File: config.mk
export PLATFORM = sky130hd
export DESIGN_NAME = dpar_regs
export DESIGN_NICKNAME = d
export VERILOG_FILES = /design/src/design/dpar_pkg.sv /design/src/design/dpar_sync.sv /design/src/design/dpar_abort_strobe.sv /design/src/design/dpar_regs.sv
export SDC_FILE = /design/constraint.sdc
export NUM_CORES = 1
export LEC_CHECK = 0
export BUFFER_PORTS_ARGS = -buffer_cell sky130_fd_sc_hd__buf_2
export CAP_MARGIN = 40
export CORE_MARGIN = 5
export CORE_UTILIZATION = 46
export DETAILED_ROUTE_END_ITERATION = 16
export PLACE_DENSITY = 0.83
export SYNTH_ARGS = -nofsm -noshare
export SYNTH_HDL_FRONTEND = slang
export SYNTH_SLANG_ARGS = --single-unit
export TNS_END_PERCENT = 20
File: constraint.sdc
create_clock -name clk_sys_in -period 1.8 [get_ports clk_sys_in]
set_input_delay 0.36 -clock clk_sys_in [delete_from_list [all_inputs] [get_ports clk_sys_in]]
set_output_delay 0.36 -clock clk_sys_in [all_outputs]
set_load 0.005 [all_outputs]
File: src/design/dpar_pkg.sv
// constants for the debug port abort, identification and base pointer registers
package dpar_pkg;
    // word index of register offset 0x0000 on the protocol engine access port
    localparam logic [1:0] DPAR_OFS_ZERO = 2'h0;

    // bank select values that steer offset zero reads
    localparam logic [3:0] DPAR_BANK_IDR = 4'h0;
    localparam logic [3:0] DPAR_BANK_IDR_EXT = 4'h1;
    localparam logic [3:0] DPAR_BANK_BASE_LO = 4'h2;
    localparam logic [3:0] DPAR_BANK_BASE_HI = 4'h3;

    // abort control bit positions
    localparam int DPAR_ABT_TRANS_BIT = 0;
    localparam int DPAR_ABT_STK_BIT = 2;
    localparam int DPAR_ABT_WDE_BIT = 3;
    localparam int DPAR_ABT_ORUN_BIT = 4;

    // identification fields; revision, part and designer values are arbitrary
    localparam logic [3:0] DPAR_ID_REVISION = 4'h1;
    localparam logic [7:0] DPAR_ID_PART = 8'h5a;
    localparam logic [10:0] DPAR_ID_DESIGNER = 11'h2c5;
    localparam logic [0:0] DPAR_ID_MIN = 1'h1;
    localparam logic [3:0] DPAR_ID_VERSION = 4'h3;
    localparam logic [0:0] DPAR_ID_READS_AS_ONE = 1'h1;
    localparam int DPAR_ID_MIN_BIT = 16;
    localparam int DPAR_ID_VER_LSB = 12;
    localparam int DPAR_ID_DES_LSB = 1;
    localparam logic [31:0] DPAR_IDR_WORD = {DPAR_ID_REVISION, DPAR_ID_PART, 3'h0,
        DPAR_ID_MIN, DPAR_ID_VERSION, DPAR_ID_DESIGNER, DPAR_ID_READS_AS_ONE};

    // second identification word: error mode support and address width code
    localparam logic [6:0] DPAR_AWIDTH_12 = 7'h0c;
    localparam logic [6:0] DPAR_AWIDTH_20 = 7'h14;
    localparam logic [6:0] DPAR_AWIDTH_32 = 7'h20;
    localparam logic [6:0] DPAR_AWIDTH = DPAR_AWIDTH_32;
    localparam logic [0:0] DPAR_ERR_REPORT_IMPL = 1'h1;
    localparam int DPAR_ERR_REPORT_BIT = 7;
    localparam logic [31:0] DPAR_IDR_EXT_WORD = {24'h000000, DPAR_ERR_REPORT_IMPL, DPAR_AWIDTH};

    // base pointer layout
    localparam int DPAR_BASE_LSB = 12;
    localparam int DPAR_BASE_VALID_BIT = 0;
    localparam logic [10:0] DPAR_BASE_LOW_ZERO = 11'h000;
    localparam logic [31:0] DPAR_BASE_HI_WORD = 32'h00000000;

    // reset values
    localparam logic [31:0] DPAR_RDATA_RST = 32'h00000000;
    localparam logic DPAR_STROBE_RST = 1'b0;
endpackage

File: src/design/dpar_sync.sv
// two flip-flop synchroniser for static tie-off inputs
`timescale 1ns/1ps
module dpar_sync
    import dpar_pkg::*;
#(
    parameter int W = 1
)
(
    input wire logic clk_sys_in,
    input wire logic sys_rst_in,
    input wire logic [W-1:0] async_in,
    output logic [W-1:0] sync_out
);
    logic [W-1:0] meta_r;

    // first stage feeds only the second stage
    always_ff @(posedge clk_sys_in)
    begin
        if (sys_rst_in)
        begin
            meta_r <= '0;
            sync_out <= '0;
        end
        else
        begin
            meta_r <= async_in;
            sync_out <= meta_r;
        end
    end
endmodule

File: src/design/dpar_abort_strobe.sv
// turns an accepted abort word into one-cycle strobes
`timescale 1ns/1ps
module dpar_abort_strobe
    import dpar_pkg::*;
(
    input wire logic clk_sys_in,
    input wire logic sys_rst_in,
    input wire logic take_in,
    input wire logic [31:0] word_in,
    output logic abort_out,
    output logic orun_clr_out,
    output logic wde_clr_out,
    output logic stk_clr_out
);
    // nothing is stored: each strobe lasts exactly one cycle after the write
    always_ff @(posedge clk_sys_in)
    begin
        if (sys_rst_in)
        begin
            abort_out <= DPAR_STROBE_RST;
            orun_clr_out <= DPAR_STROBE_RST;
            wde_clr_out <= DPAR_STROBE_RST;
            stk_clr_out <= DPAR_STROBE_RST;
        end
        else
        begin
            abort_out <= take_in && word_in[DPAR_ABT_TRANS_BIT];
            orun_clr_out <= take_in && word_in[DPAR_ABT_ORUN_BIT];
            wde_clr_out <= take_in && word_in[DPAR_ABT_WDE_BIT];
            stk_clr_out <= take_in && word_in[DPAR_ABT_STK_BIT];
        end
    end
endmodule

File: src/design/dpar_regs.sv
// abort control, identification and base pointer registers at offset zero
// Function
// - abort write drives access port abort output
// - scan chain link uses dedicated abort chain
// - serial link aborts via write to offset zero
// - bit 4 clears overrun sticky flag
// - bit 3 clears write data error flag
// - bit 2 clears sticky error flag
// - bit 0 aborts current access port transaction
// - identification read-only with revision, part, designer
// - identification bit 16 reads one
// - identification bits 15 to 12 read 0011
// - second identification bit 7 reads one
// - second identification bits 6:0 give address width
// - base low 31:12 from base tie-off
// - base low bits 11:1 read zero
// - base low bit 0 shows valid tie-off
// - base high always reads zero
// - bank select picks offset zero read register
`timescale 1ns/1ps
module dpar_regs
    import dpar_pkg::*;
(
    input wire logic clk_sys_in,
    input wire logic sys_rst_in,
    // 1: serial wire engine owns the bank, 0: scan chain engine
    input wire logic link_is_serial_in,
    // debug port register access from the protocol engine
    input wire logic reg_wr_in,
    input wire logic reg_rd_in,
    input wire logic [1:0] reg_addr_in,
    input wire logic [31:0] reg_wdata_in,
    input wire logic [3:0] bank_select_field_in,
    // update of the dedicated abort scan chain
    input wire logic scan_abort_wr_in,
    input wire logic [31:0] scan_abort_data_in,
    // tie-offs, resynchronised
    input wire logic [19:0] base_address_field_in,
    input wire logic base_valid_in,
    output logic access_port_abort_out,
    output logic overrun_flag_clear_out,
    output logic write_data_error_clear_out,
    output logic sticky_error_clear_out,
    output logic [31:0] reg_rdata_out,
    output logic reg_rvalid_out
);
    logic serial_take_w;
    logic scan_take_w;
    logic abort_take_w;
    logic [31:0] abort_word_w;
    logic rd_take_w;
    logic [20:0] base_sync_w;
    logic [31:0] base_lo_word_w;
    logic [31:0] rdata_nxt;

    // tie-offs may come from another domain, so resynchronise them
    dpar_sync #(
        .W(21)
    ) u_base_sync (
        .clk_sys_in(clk_sys_in),
        .sys_rst_in(sys_rst_in),
        .async_in({base_address_field_in, base_valid_in}),
        .sync_out(base_sync_w)
    );

    // serial link reaches abort by an offset zero write
    assign serial_take_w = link_is_serial_in && reg_wr_in
        && (reg_addr_in == DPAR_OFS_ZERO);

    // scan link only through its own chain; offset zero writes land nowhere
    assign scan_take_w = !link_is_serial_in && scan_abort_wr_in;

    // any offset zero register write other than abort is dropped here
    assign abort_take_w = serial_take_w || scan_take_w;
    assign abort_word_w = serial_take_w ? reg_wdata_in : scan_abort_data_in;

    // strobes to the access ports and control/status register
    dpar_abort_strobe u_abort (
        .clk_sys_in(clk_sys_in),
        .sys_rst_in(sys_rst_in),
        .take_in(abort_take_w),
        .word_in(abort_word_w),
        .abort_out(access_port_abort_out),
        .orun_clr_out(overrun_flag_clear_out),
        .wde_clr_out(write_data_error_clear_out),
        .stk_clr_out(sticky_error_clear_out)
    );

    // reads of other offsets belong to the rest of the bank
    assign rd_take_w = reg_rd_in && (reg_addr_in == DPAR_OFS_ZERO);

    // bits 11:1 below the address are forced to zero, the valid bit sits at 0
    assign base_lo_word_w = {base_sync_w[20:1], DPAR_BASE_LOW_ZERO,
        base_sync_w[0]};

    // bank select steers the read; unused banks read zero
    always_comb
    begin
        rdata_nxt = DPAR_RDATA_RST;
        unique case (bank_select_field_in)
            DPAR_BANK_IDR:
            begin
                rdata_nxt = DPAR_IDR_WORD;
            end
            DPAR_BANK_IDR_EXT:
            begin
                rdata_nxt = DPAR_IDR_EXT_WORD;
            end
            DPAR_BANK_BASE_LO:
            begin
                rdata_nxt = base_lo_word_w;
            end
            DPAR_BANK_BASE_HI:
            begin
                rdata_nxt = DPAR_BASE_HI_WORD;
            end
            default:
            begin
                rdata_nxt = DPAR_RDATA_RST;
            end
        endcase
    end

    // read data registered; held between reads so the engine may shift it late
    always_ff @(posedge clk_sys_in)
    begin
        if (sys_rst_in)
        begin
            reg_rdata_out <= DPAR_RDATA_RST;
            reg_rvalid_out <= 1'b0;
        end
        else
        begin
            reg_rvalid_out <= rd_take_w;
            if (rd_take_w)
            begin
                reg_rdata_out <= rdata_nxt;
            end
        end
    end
endmodule

==> flow_metrics.env, run 1 <==
export IMPL_run_status="finished, final reports clean"
export IMPL_drtAntennaViolNets=0
export IMPL_grt_pass1_vias=1586
export IMPL_hold_ws_ns=0.2372
export IMPL_ir_worst_vdd_mv=0.5484
export IMPL_fin_setup_tns_ns=0
export IMPL_regToRegSetupSlack_ns=0.97
export IMPL_diodes=0
export IMPL_critPathMaxStageDelay_ns=0.37
export IMPL_netlist_top_cells_count="71 x dfxtp_1, 44 x nor2b_1, 16 x nand2_1"
export IMPL_clk_pin_slew_worst_paths_ns=0.07
export IMPL_ctsRootBufferMaster="clkbuf_8"
export IMPL_synthArstFlopShare_pct=0
export IMPL_placed_area_mm2=0.002701
export IMPL_worstPathMaxFanout=5
export IMPL_dp_hpwl_mm=2.925
export IMPL_io_pins=134
export IMPL_power_w=0.002878
export IMPL_rsz0062_at_grt="no"
export IMPL_path_class="flop to output pin"
export IMPL_min_to="u_base_sync.meta_r[19]"
export IMPL_path_buf_inv=1
export IMPL_die_w_um=81.21
export IMPL_start_kind="flop"
export IMPL_slew_violations=0
export IMPL_cts_inserted_buffers=9
export IMPL_port_buffer_count=72
export IMPL_layout_min_cycle_time_ns=1.185
export IMPL_finalClockSkew_ns=0.004071
export IMPL_wl_mm=4.345
export IMPL_start_util_pct=46.55
export IMPL_cp_required_ns=1.44
export IMPL_post_cts_setup_buffers=0
export IMPL_final_hold_viol_count=0
export IMPL_dp_slack_ns=0.3177
export IMPL_seqCellArea_mm2=0.001421
export IMPL_end_kind="output pin"
export IMPL_p_per_area_mw_per_mm2=1000
export IMPL_rows=26
export IMPL_leakage_nw=1.250
export IMPL_yosysMostFrequentCell="dfxtp_1"
export IMPL_cts_tree="yes"
export IMPL_synth_area_mm2=0.002332
export IMPL_setup_viol=0
export IMPL_max_freq_mhz=844.0
export IMPL_wl_met3_um=290
export IMPL_routed_via_density=4.565
export IMPL_nNetsFinal=390
export IMPL_htree_levels=3
export IMPL_path_delay_family="flip-flops"
export IMPL_reg2reg_to="reg_rdata_out[23]"
export IMPL_yosysTopAreaCellShare_pct=60.94
export IMPL_min_delay_start="base_address_field_in[18]"
export IMPL_holdPathStages=2
export IMPL_r2r_cells=3
export IMPL_cp_arrival_ns=0.82
export IMPL_synth_edf_count=0
export IMPL_vias=1680
export IMPL_ys_types=21
export IMPL_fin_crit_sh_pct=65.83
export IMPL_wl_met1_mm=1.918
export IMPL_cap_violations=0
export IMPL_clock_path_buffers=2
export IMPL_grt_pass1_wl_mm=6.934
export IMPL_drc=0
export IMPL_final_cell_area_mm2=0.002877
export IMPL_slowest_stage="dfxtp_1"
export IMPL_postSynthCellCount=227
export IMPL_wl_per_cell_um=11.81
export IMPL_synth_seq_area_share_pct=60.94
export IMPL_dr_wl_met2_mm=2.065
export IMPL_gr_total_overflow=0
export IMPL_fillCellCount=455
export IMPL_multiInputGateArea_um2=789.5
export IMPL_routed_top_layer="met4"
export IMPL_ys_flop_type="dfxtp_1"
export IMPL_rr_startpoint="u_base_sync.sync_out[12]"
export IMPL_clk_latency_ns=0.32
export IMPL_yosysTopAreaCell="dfxtp_1"
export IMPL_die_h_um=81.21
export IMPL_crit_chain="buf_2"
export IMPL_fp_dieArea_mm2=0.006594
export IMPL_ctsResizeCount=0
export IMPL_hp_class="primary input to flop"
export IMPL_antenna_found_initial=0
export IMPL_area_growth_synth_to_final_pct=23.34
export IMPL_cts_hold_buf=0
export IMPL_setup_ws_ns=0.6151
export IMPL_drive_gt1_share_pct=30.87
export IMPL_grt_max_degree=72
export IMPL_synth_area_leaders="dfxtp_1 61%, nor2b_1 12%, a32oi_1 3.4%"
export IMPL_coreArea_mm2=0.005010
export IMPL_grt_usage_pct=13.95
export IMPL_dr_pass1_iters=4
export IMPL_synth_warnings=0
export IMPL_avgSynthCellArea_um2=10.27
export IMPL_clkSinkCount=71
export IMPL_first_iter_violations=75
export IMPL_gp_congestion=0.6966
export IMPL_synth_seq_cells=71
worst max-delay path by stage:
stage | endpoint | slack [ns] | from | cells past startpoint
floorplan | reg_rdata_out[0] | 0.50 | reg_addr_in[1] | 5
global placement | reg_rdata_out[24] | 0.37 | reg_addr_in[1] | 5
detailed placement | reg_rdata_out[23] | 0.32 | reg_addr_in[1] | 5
CTS | reg_rdata_out[1] | 0.59 | reg_rdata_out[10] | 1
global route | reg_rdata_out[3] | 0.55 | reg_rdata_out[10] | 1
finish | reg_rdata_out[1] | 0.62 | reg_rdata_out[10] | 1
placed cells by master (no fill, tap or decap):
cell	Yosys	layout
nand3_1	1	1
a32oi_1	9	9
dfxtp_1	71	71
clkbuf_1	10	1
nor4_4	0	1
and4bb_1	1	1
or3b_1	1	1
nand4_1	12	12
clkinv_2	0	2
a21oi_1	15	15
clkbuf_8	0	10
a22oi_1	4	4
buf_4	8	3
nand3b_1	1	1
nand2_1	16	16
nand2b_1	9	9
nor3_1	1	1
nor3b_1	1	1
buf_12	0	1
conb_1	1	5
clkinv_4	0	1
clkinvlp_4	0	2
buf_2	5	72
nor2_1	14	14
nor2b_1	44	44
metrics by stage:
| step | utilization, % | cells |
|---|---|---|
| after floorplan | - | 231 |
| after global placement | 53.92 | 352 |
| after detailed placement | 53.92 | 352 |
| after CTS | 57.42 | 368 |
| after global routing | 57.42 | 368 |
| final | 57.42 | 368 |
flip-flops by register name (all words and copies together), names as in the netlist:
register / cells
u_abort.abort_out: 1
u_base_sync.sync_out: 21
u_abort.stk_clr_out: 1
u_base_sync.meta_r: 21
u_abort.wde_clr_out: 1
reg_rvalid_out: 1
u_abort.orun_clr_out: 1
reg_rdata_out: 24
power by group:
part | internal, W | switching, W
sequential | 0.00162 | 0.0000108
combinational | 0.0000794 | 0.0000877
clock | 0.000535 | 0.000545
total | 0.00223 | 0.000644
cell type report:
type | count | share of cell area (%)
clock buffers | 11 | 4.915
clock inverters | 5 | 1.174
multi-input cells | 135 | 27.45
flip-flops and latches | 71 | 49.41
well taps | 70 | 3.045
repair buffers | 76 | 14.01
cells by family after synthesis:
logic type	count (synthesis)	share of synthesized area [%]
buffers and inverters	25	6.223
AND/OR/NAND/NOR	102	24.78
other	1	0.1608
flip-flops	71	60.94
AO/OA/AOI/OAI	28	7.886
metal layers:
metal  GRT usage, %  vias up
li1               -      871
met1          16.04      743
met2          22.99       61
met3          3.437        5
met4          9.122        0
met5              0        -
(Power assumes the default switching activity.)
==> run 2, diff against run 1 <==
--- a/config.mk
+++ b/config.mk
@@ -8,9 +8,9 @@
 export BUFFER_PORTS_ARGS = -buffer_cell sky130_fd_sc_hd__buf_2
 export CAP_MARGIN = 40
 export CORE_MARGIN = 5
-export CORE_UTILIZATION = 46
+export CORE_UTILIZATION = 43
 export DETAILED_ROUTE_END_ITERATION = 16
-export PLACE_DENSITY = 0.83
+export PLACE_DENSITY = 0.79
 export SYNTH_ARGS = -nofsm -noshare
 export SYNTH_HDL_FRONTEND = slang
 export SYNTH_SLANG_ARGS = --single-unit
==> constraint.sdc (replaced) <==
create_clock -name clk_sys_in -period 1.1 [get_ports clk_sys_in]
set_input_delay 0.22 -clock clk_sys_in [delete_from_list [all_inputs] [get_ports clk_sys_in]]
set_output_delay 0.22 -clock clk_sys_in [all_outputs]
set_load 0.005 [all_outputs]
==> run 2 against run 1 <==
  * First-iteration DRC count increased by 79%
  * Die area increased by 6.1%
  * Clock power is 110% higher
  * Combinational power increased by 74%
  * Sequential share of layout area down 1.6 points
  * Setup slack got worse by 0.52 ns
  * Sequential power grew 64%
  * Clock-buffer cell count is 2 higher
  * Routed wire length grew 3.3%
  * Critical path depth stayed put
  * Critical path type unchanged
  * Highest routed layer unchanged
==> flow_metrics.env, run 2 (synthesized netlist as in run 1, its figures left out) <==
export IMPL_final_hold_viol_count=0
export IMPL_start_util_pct=45.09
export IMPL_start_kind="flop"
export IMPL_clockPowerShare_pct=43.3
export IMPL_die_h_um=83.65
export IMPL_ir_worst_vdd_mv=0.7740
export IMPL_die_w_um=83.65
export IMPL_nNetsFinal=395
export IMPL_worstPathMaxFanout=2
export IMPL_dr_pass1_iters=4
export IMPL_switchingPower_w=0.001024
export IMPL_slew_violations=0
export IMPL_fin_crit_sh_pct=91.61
export IMPL_dp_hpwl_mm=3.100
export IMPL_gp_congestion=0.8352
export IMPL_layout_min_cycle_time_ns=1.008
export IMPL_vias=1688
export IMPL_path_class="flop to output pin"
export IMPL_internal_power_w=0.004194
export IMPL_cap_violations=0
export IMPL_clk_latency_ns=0.33
export IMPL_final_cell_mix="72 x buf_2, 70 x dfxtp_1, 44 x nor2b_1"
export IMPL_antenna_found_initial=0
export IMPL_critPathMaxStageDelay_ns=0.34
export IMPL_grt_pass1_vias=1740
export IMPL_p_per_area_mw_per_mm2=1753
export IMPL_run_status="finished, final reports clean"
export IMPL_crit_chain="buf_2"
export IMPL_grt_usage_pct=13.50
export IMPL_power_w=0.005218
export IMPL_cp_arrival_ns=0.79
export IMPL_rsz0062_at_grt="no"
export IMPL_io_pins=134
export IMPL_setup_viol=0
export IMPL_largest_register_ffs=24
export IMPL_largest_register="reg_rdata_out"
export IMPL_path_delay_family="flip-flops"
export IMPL_wl_mm=4.489
export IMPL_fin_setup_tns_ns=0
export IMPL_drtAntennaViolNets=0
export IMPL_first_iter_violations=134
export IMPL_coreArea_mm2=0.005172
export IMPL_htree_levels=3
export IMPL_clkSinkCount=71
export IMPL_end_kind="output pin"
export IMPL_diodes=0
export IMPL_cts_inserted_buffers=9
export IMPL_hp_class="primary input to flop"
export IMPL_area_growth_synth_to_final_pct=27.63
export IMPL_reg_largest_list="reg_rdata_out x24, u_base_sync.meta_r x21, u_base_sync.sync_out x21"
export IMPL_pwr_share_comb_pct=5.6
export IMPL_hold_ws_ns=0.09920
export IMPL_routed_via_density=4.525
export IMPL_swShare_pct=19.63
export IMPL_wl_per_cell_um=12.03
export IMPL_grt_max_degree=72
export IMPL_clock_path_buffers=2
export IMPL_cp_required_ns=0.88
export IMPL_clk_pin_slew_worst_paths_ns=0.07
export IMPL_grt_pass1_wl_mm=7.790
export IMPL_slowest_stage="dfxtp_1"
export IMPL_cts_tree="yes"
export IMPL_drc=0
export IMPL_max_freq_mhz=992.4
export IMPL_leakage_nw=1.305
export IMPL_fp_dieArea_mm2=0.006996
export IMPL_port_buffer_count=72
export IMPL_finalClockSkew_ns=0.002681
export IMPL_ctsRootBufferMaster="clkbuf_8"
export IMPL_layout_commonest_cell="buf_2"
export IMPL_gr_total_overflow=0
export IMPL_path_buf_inv=1
export IMPL_cts_hold_buf=0
export IMPL_rows=26
export IMPL_p_seq_share_pct=51.1
export IMPL_drive_gt1_share_pct=32.01
## run 2: cell type report
class                           instances  area (µm²)
Sequential cell                        71        1423
Clock buffer                           13       158.9
Clock inverter                          3       65.06
Multi-Input combinational cell        135       789.5
Timing Repair Buffer                   81       452.9
Tap cell                               70       87.58
Fill cell                             445        2196
## run 2: path summary, 6_finish.rpt
kind                                   from                       end  slack (ns)  cells after the start
setup / recovery          reg_rdata_out[28]         reg_rdata_out[28]        0.09                      1
hold / removal    base_address_field_in[11]    u_base_sync.meta_r[12]         0.1                      2
setup reg to reg   u_base_sync.sync_out[17]         reg_rdata_out[28]        0.26                      3
hold reg to reg      u_base_sync.meta_r[12]  u_base_sync.sync_out[12]        0.44                      1
## run 2: through the flow
| step | setup slack [ns] | area [µm²] | utilization [%] | std cells |
|---|---|---|---|---|
| after floorplan | -0.06109 | 2354 | - | 231 |
| after global placement | -0.1932 | 2751 | 53.19 | 357 |
| after detailed placement | -0.1825 | 2751 | 53.19 | 357 |
| after CTS | 0.03851 | 2975 | 57.52 | 373 |
| after global routing | 0.04946 | 2977 | 57.55 | 373 |
| final | 0.09233 | 2977 | 57.55 | 373 |
## run 2: repair_timing
item,in CTS,in global routing
endpoints found under the setup margin,0,4
setup buffers,0,0
gates resized for setup,0,1
## run 2: metal layers
| metal | GRT usage, % | wire, µm | vias up |
|---|---|---|---|
| met2 | 21.26 | 2004 | 62 |
| li1 | - | - | 883 |
| met5 | 0 | 0 | - |
| met3 | 4.442 | 375 | 10 |
| met4 | 7.602 | 97 | 0 |
| met1 | 16.13 | 2012 | 733 |
## run 2: power by group through the flow
| stage | Combinational (W) | Sequential [W] | Clock, W |
|---|---|---|---|
| 3_3_place_gp | 0.000287 | 0.00272 | 0 |
| 6_report | 0.000290 | 0.00267 | 0.00226 |
| 4_1_cts | 0.000292 | 0.00267 | 0.00229 |
| 3_5_place_dp | 0.000290 | 0.00273 | 0 |
| 5_1_grt | 0.000328 | 0.00267 | 0.00240 |
| 2_1_floorplan | 0.000174 | 0.00272 | 0 |
==> run 3, diff against run 2 <==
--- a/config.mk
+++ b/config.mk
@@ -8,10 +8,11 @@
 export BUFFER_PORTS_ARGS = -buffer_cell sky130_fd_sc_hd__buf_2
 export CAP_MARGIN = 40
 export CORE_MARGIN = 5
-export CORE_UTILIZATION = 43
+export CORE_UTILIZATION = 45
 export DETAILED_ROUTE_END_ITERATION = 16
 export PLACE_DENSITY = 0.79
 export SYNTH_ARGS = -nofsm -noshare
 export SYNTH_HDL_FRONTEND = slang
+export SYNTH_HIERARCHICAL = 1
 export SYNTH_SLANG_ARGS = --single-unit
 export TNS_END_PERCENT = 20
==> run 3 against run 2 <==
  * Maximum frequency is 4.9% lower
  * Synthesized cell count is 0.88% higher
  * Via count is 1.5% higher
  * Final cell count is 1.1% higher
  * Sequential power hardly changed
  * Clock-buffer cell count is 1 lower
  * Combinational power is 11% higher
  * Sequential cell count stayed put
  * Non-clock buffer count is 4 higher
  * Clock skew is 0.0050 ns higher
  * Largest power group unchanged
==> flow_metrics.env, run 3 <==
export IMPL_run_status="finished, final reports clean"
export IMPL_post_cts_setup_buffers=0
export IMPL_grt_pass1_vias=1609
export IMPL_cts_inserted_buffers=9
export IMPL_fin_setup_tns_ns=0
export IMPL_rows=26
export IMPL_finalClockSkew_ns=0.007688
export IMPL_reg_largest_list="reg_rdata_out x24, u_base_sync/meta_r x21, u_base_sync/sync_out x21"
export IMPL_cts_tree="yes"
export IMPL_first_iter_violations=97
export IMPL_cts_hold_buf=0
export IMPL_wl_per_cell_um=11.95
export IMPL_htree_levels=3
export IMPL_dr_pass1_iters=4
export IMPL_grt_pass1_wl_mm=6.900
export IMPL_dp_slack_ns=-0.3282
export IMPL_ctsRootBufferMaster="clkbuf_8"
export IMPL_leakage_nw=1.394
export IMPL_cp_arrival_ns=1.33
export IMPL_dp_hpwl_mm=3.061
export IMPL_start_kind="primary input"
export IMPL_ir_worst_vdd_mv=0.9452
export IMPL_wl_mm=4.507
export IMPL_path_delay_family="buffers and inverters"
export IMPL_io_pins=134
export IMPL_cp_required_ns=1.37
export IMPL_postSynthCellCount=229
export IMPL_path_class="primary input to flop"
export IMPL_setup_ws_ns=0.04008
export IMPL_start_util_pct=46.25
export IMPL_path_buf_inv=3
export IMPL_end_kind="flop"
export IMPL_avgSynthCellArea_um2=10.32
export IMPL_die_w_um=82.46
export IMPL_setup_viol=0
export IMPL_slew_violations=0
export IMPL_regToRegSetupSlack_ns=0.28
export IMPL_synth_area_mm2=0.002362
export IMPL_drtAntennaViolNets=0
export IMPL_final_hold_viol_count=0
export IMPL_crit_chain="buf_2 > buf_4 > nor4_4 > clkbuf_4 > nand4_1 > a21oi_1"
export IMPL_largest_register_ffs=24
export IMPL_clock_path_buffers=2
export IMPL_routed_via_density=4.544
export IMPL_port_buffer_count=72
export IMPL_area_growth_synth_to_final_pct=30.77
export IMPL_coreArea_mm2=0.005107
export IMPL_slowest_stage="nor4_4"
export IMPL_fp_dieArea_mm2=0.006799
export IMPL_fin_crit_sh_pct=96.36
export IMPL_layout_commonest_cell="buf_2"
export IMPL_rsz0062_at_grt="no"
export IMPL_grt_max_degree=52
export IMPL_max_freq_mhz=943.5
export IMPL_clk_latency_ns=0.34
export IMPL_nNetsFinal=399
export IMPL_largest_register="reg_rdata_out"
export IMPL_diodes=0
export IMPL_drive_gt1_share_pct=35.50
export IMPL_grt_usage_pct=13.74
export IMPL_hp_class="primary input to flop"
export IMPL_layout_min_cycle_time_ns=1.060
export IMPL_gp_congestion=0.7662
export IMPL_clk_pin_slew_worst_paths_ns=0.07
export IMPL_cap_violations=0
export IMPL_die_h_um=82.46
export IMPL_antenna_found_initial=0
export IMPL_final_cell_mix="72 x buf_2, 70 x dfxtp_1, 43 x nor2b_1"
export IMPL_drc=0
export IMPL_synth_warnings=6
export IMPL_gr_total_overflow=0
export IMPL_p_per_area_mw_per_mm2=1721
export IMPL_critPathMaxStageDelay_ns=0.33
export IMPL_vias=1713
export IMPL_worstPathMaxFanout=10
export IMPL_power_w=0.005316
export IMPL_clkSinkCount=71
run 3: path summary, 6_finish.rpt:
path | start | end | depth (start not counted)
worst max register to register | u_base_sync/sync_out[10] | reg_rdata_out[21] | 3
worst max-delay path | reg_addr_in[1] | reg_rdata_out[14] | 6
worst min register to register | u_base_sync/meta_r[6] | u_base_sync/sync_out[6] | 1
worst min-delay path | base_address_field_in[7] | u_base_sync/meta_r[8] | 2
run 3: repair_timing:
item / in CTS / in global routing
setup endpoints to repair: 0 / 17
hold endpoints to repair: 0 / 0
resized for setup: 0 / 5
run 3: layer usage:
layer | up-vias | part of all wire (%) | GRT usage, % | wire length, µm
met2 | 72 | 46 | 22.20 | 2060
met4 | 0 | 2.1 | 8.472 | 93
met3 | 11 | 8.6 | 3.796 | 387
met1 | 739 | 44 | 16.10 | 1966
li1 | 891 | - | - | -
met5 | - | 0 | 0 | 0
run 3: layout make-up:
type,instances,area [µm²]
clock inverter,4,77.57
inverter,1,3.754
clock buffer,12,155.1
timing repair buffer,85,499.2
multi-input combinational,134,843.3
tap,70,87.58
fill,450,2018
sequential,71,1423
run 3: power by group:
group | leakage, nW | switching [W] | internal (W)
Combinational | 0.695 | 0.000151 | 0.000170
Clock | 0.117 | 0.000916 | 0.00141
Sequential | 0.582 | 0.0000187 | 0.00265
Total | 1.39 | 0.00109 | 0.00423
run 3: stage by stage:
stage	util, %	hold slack, ns	cell area (µm²)	cells
detailed placement	55.49	0.4243	2834	360
CTS	60.04	0.07477	3067	376
global route	60.49	0.08611	3089	377
finish	60.49	0.09016	3089	377
global placement	55.49	0.4187	2834	360
floorplan	-	0.2916	2402	233
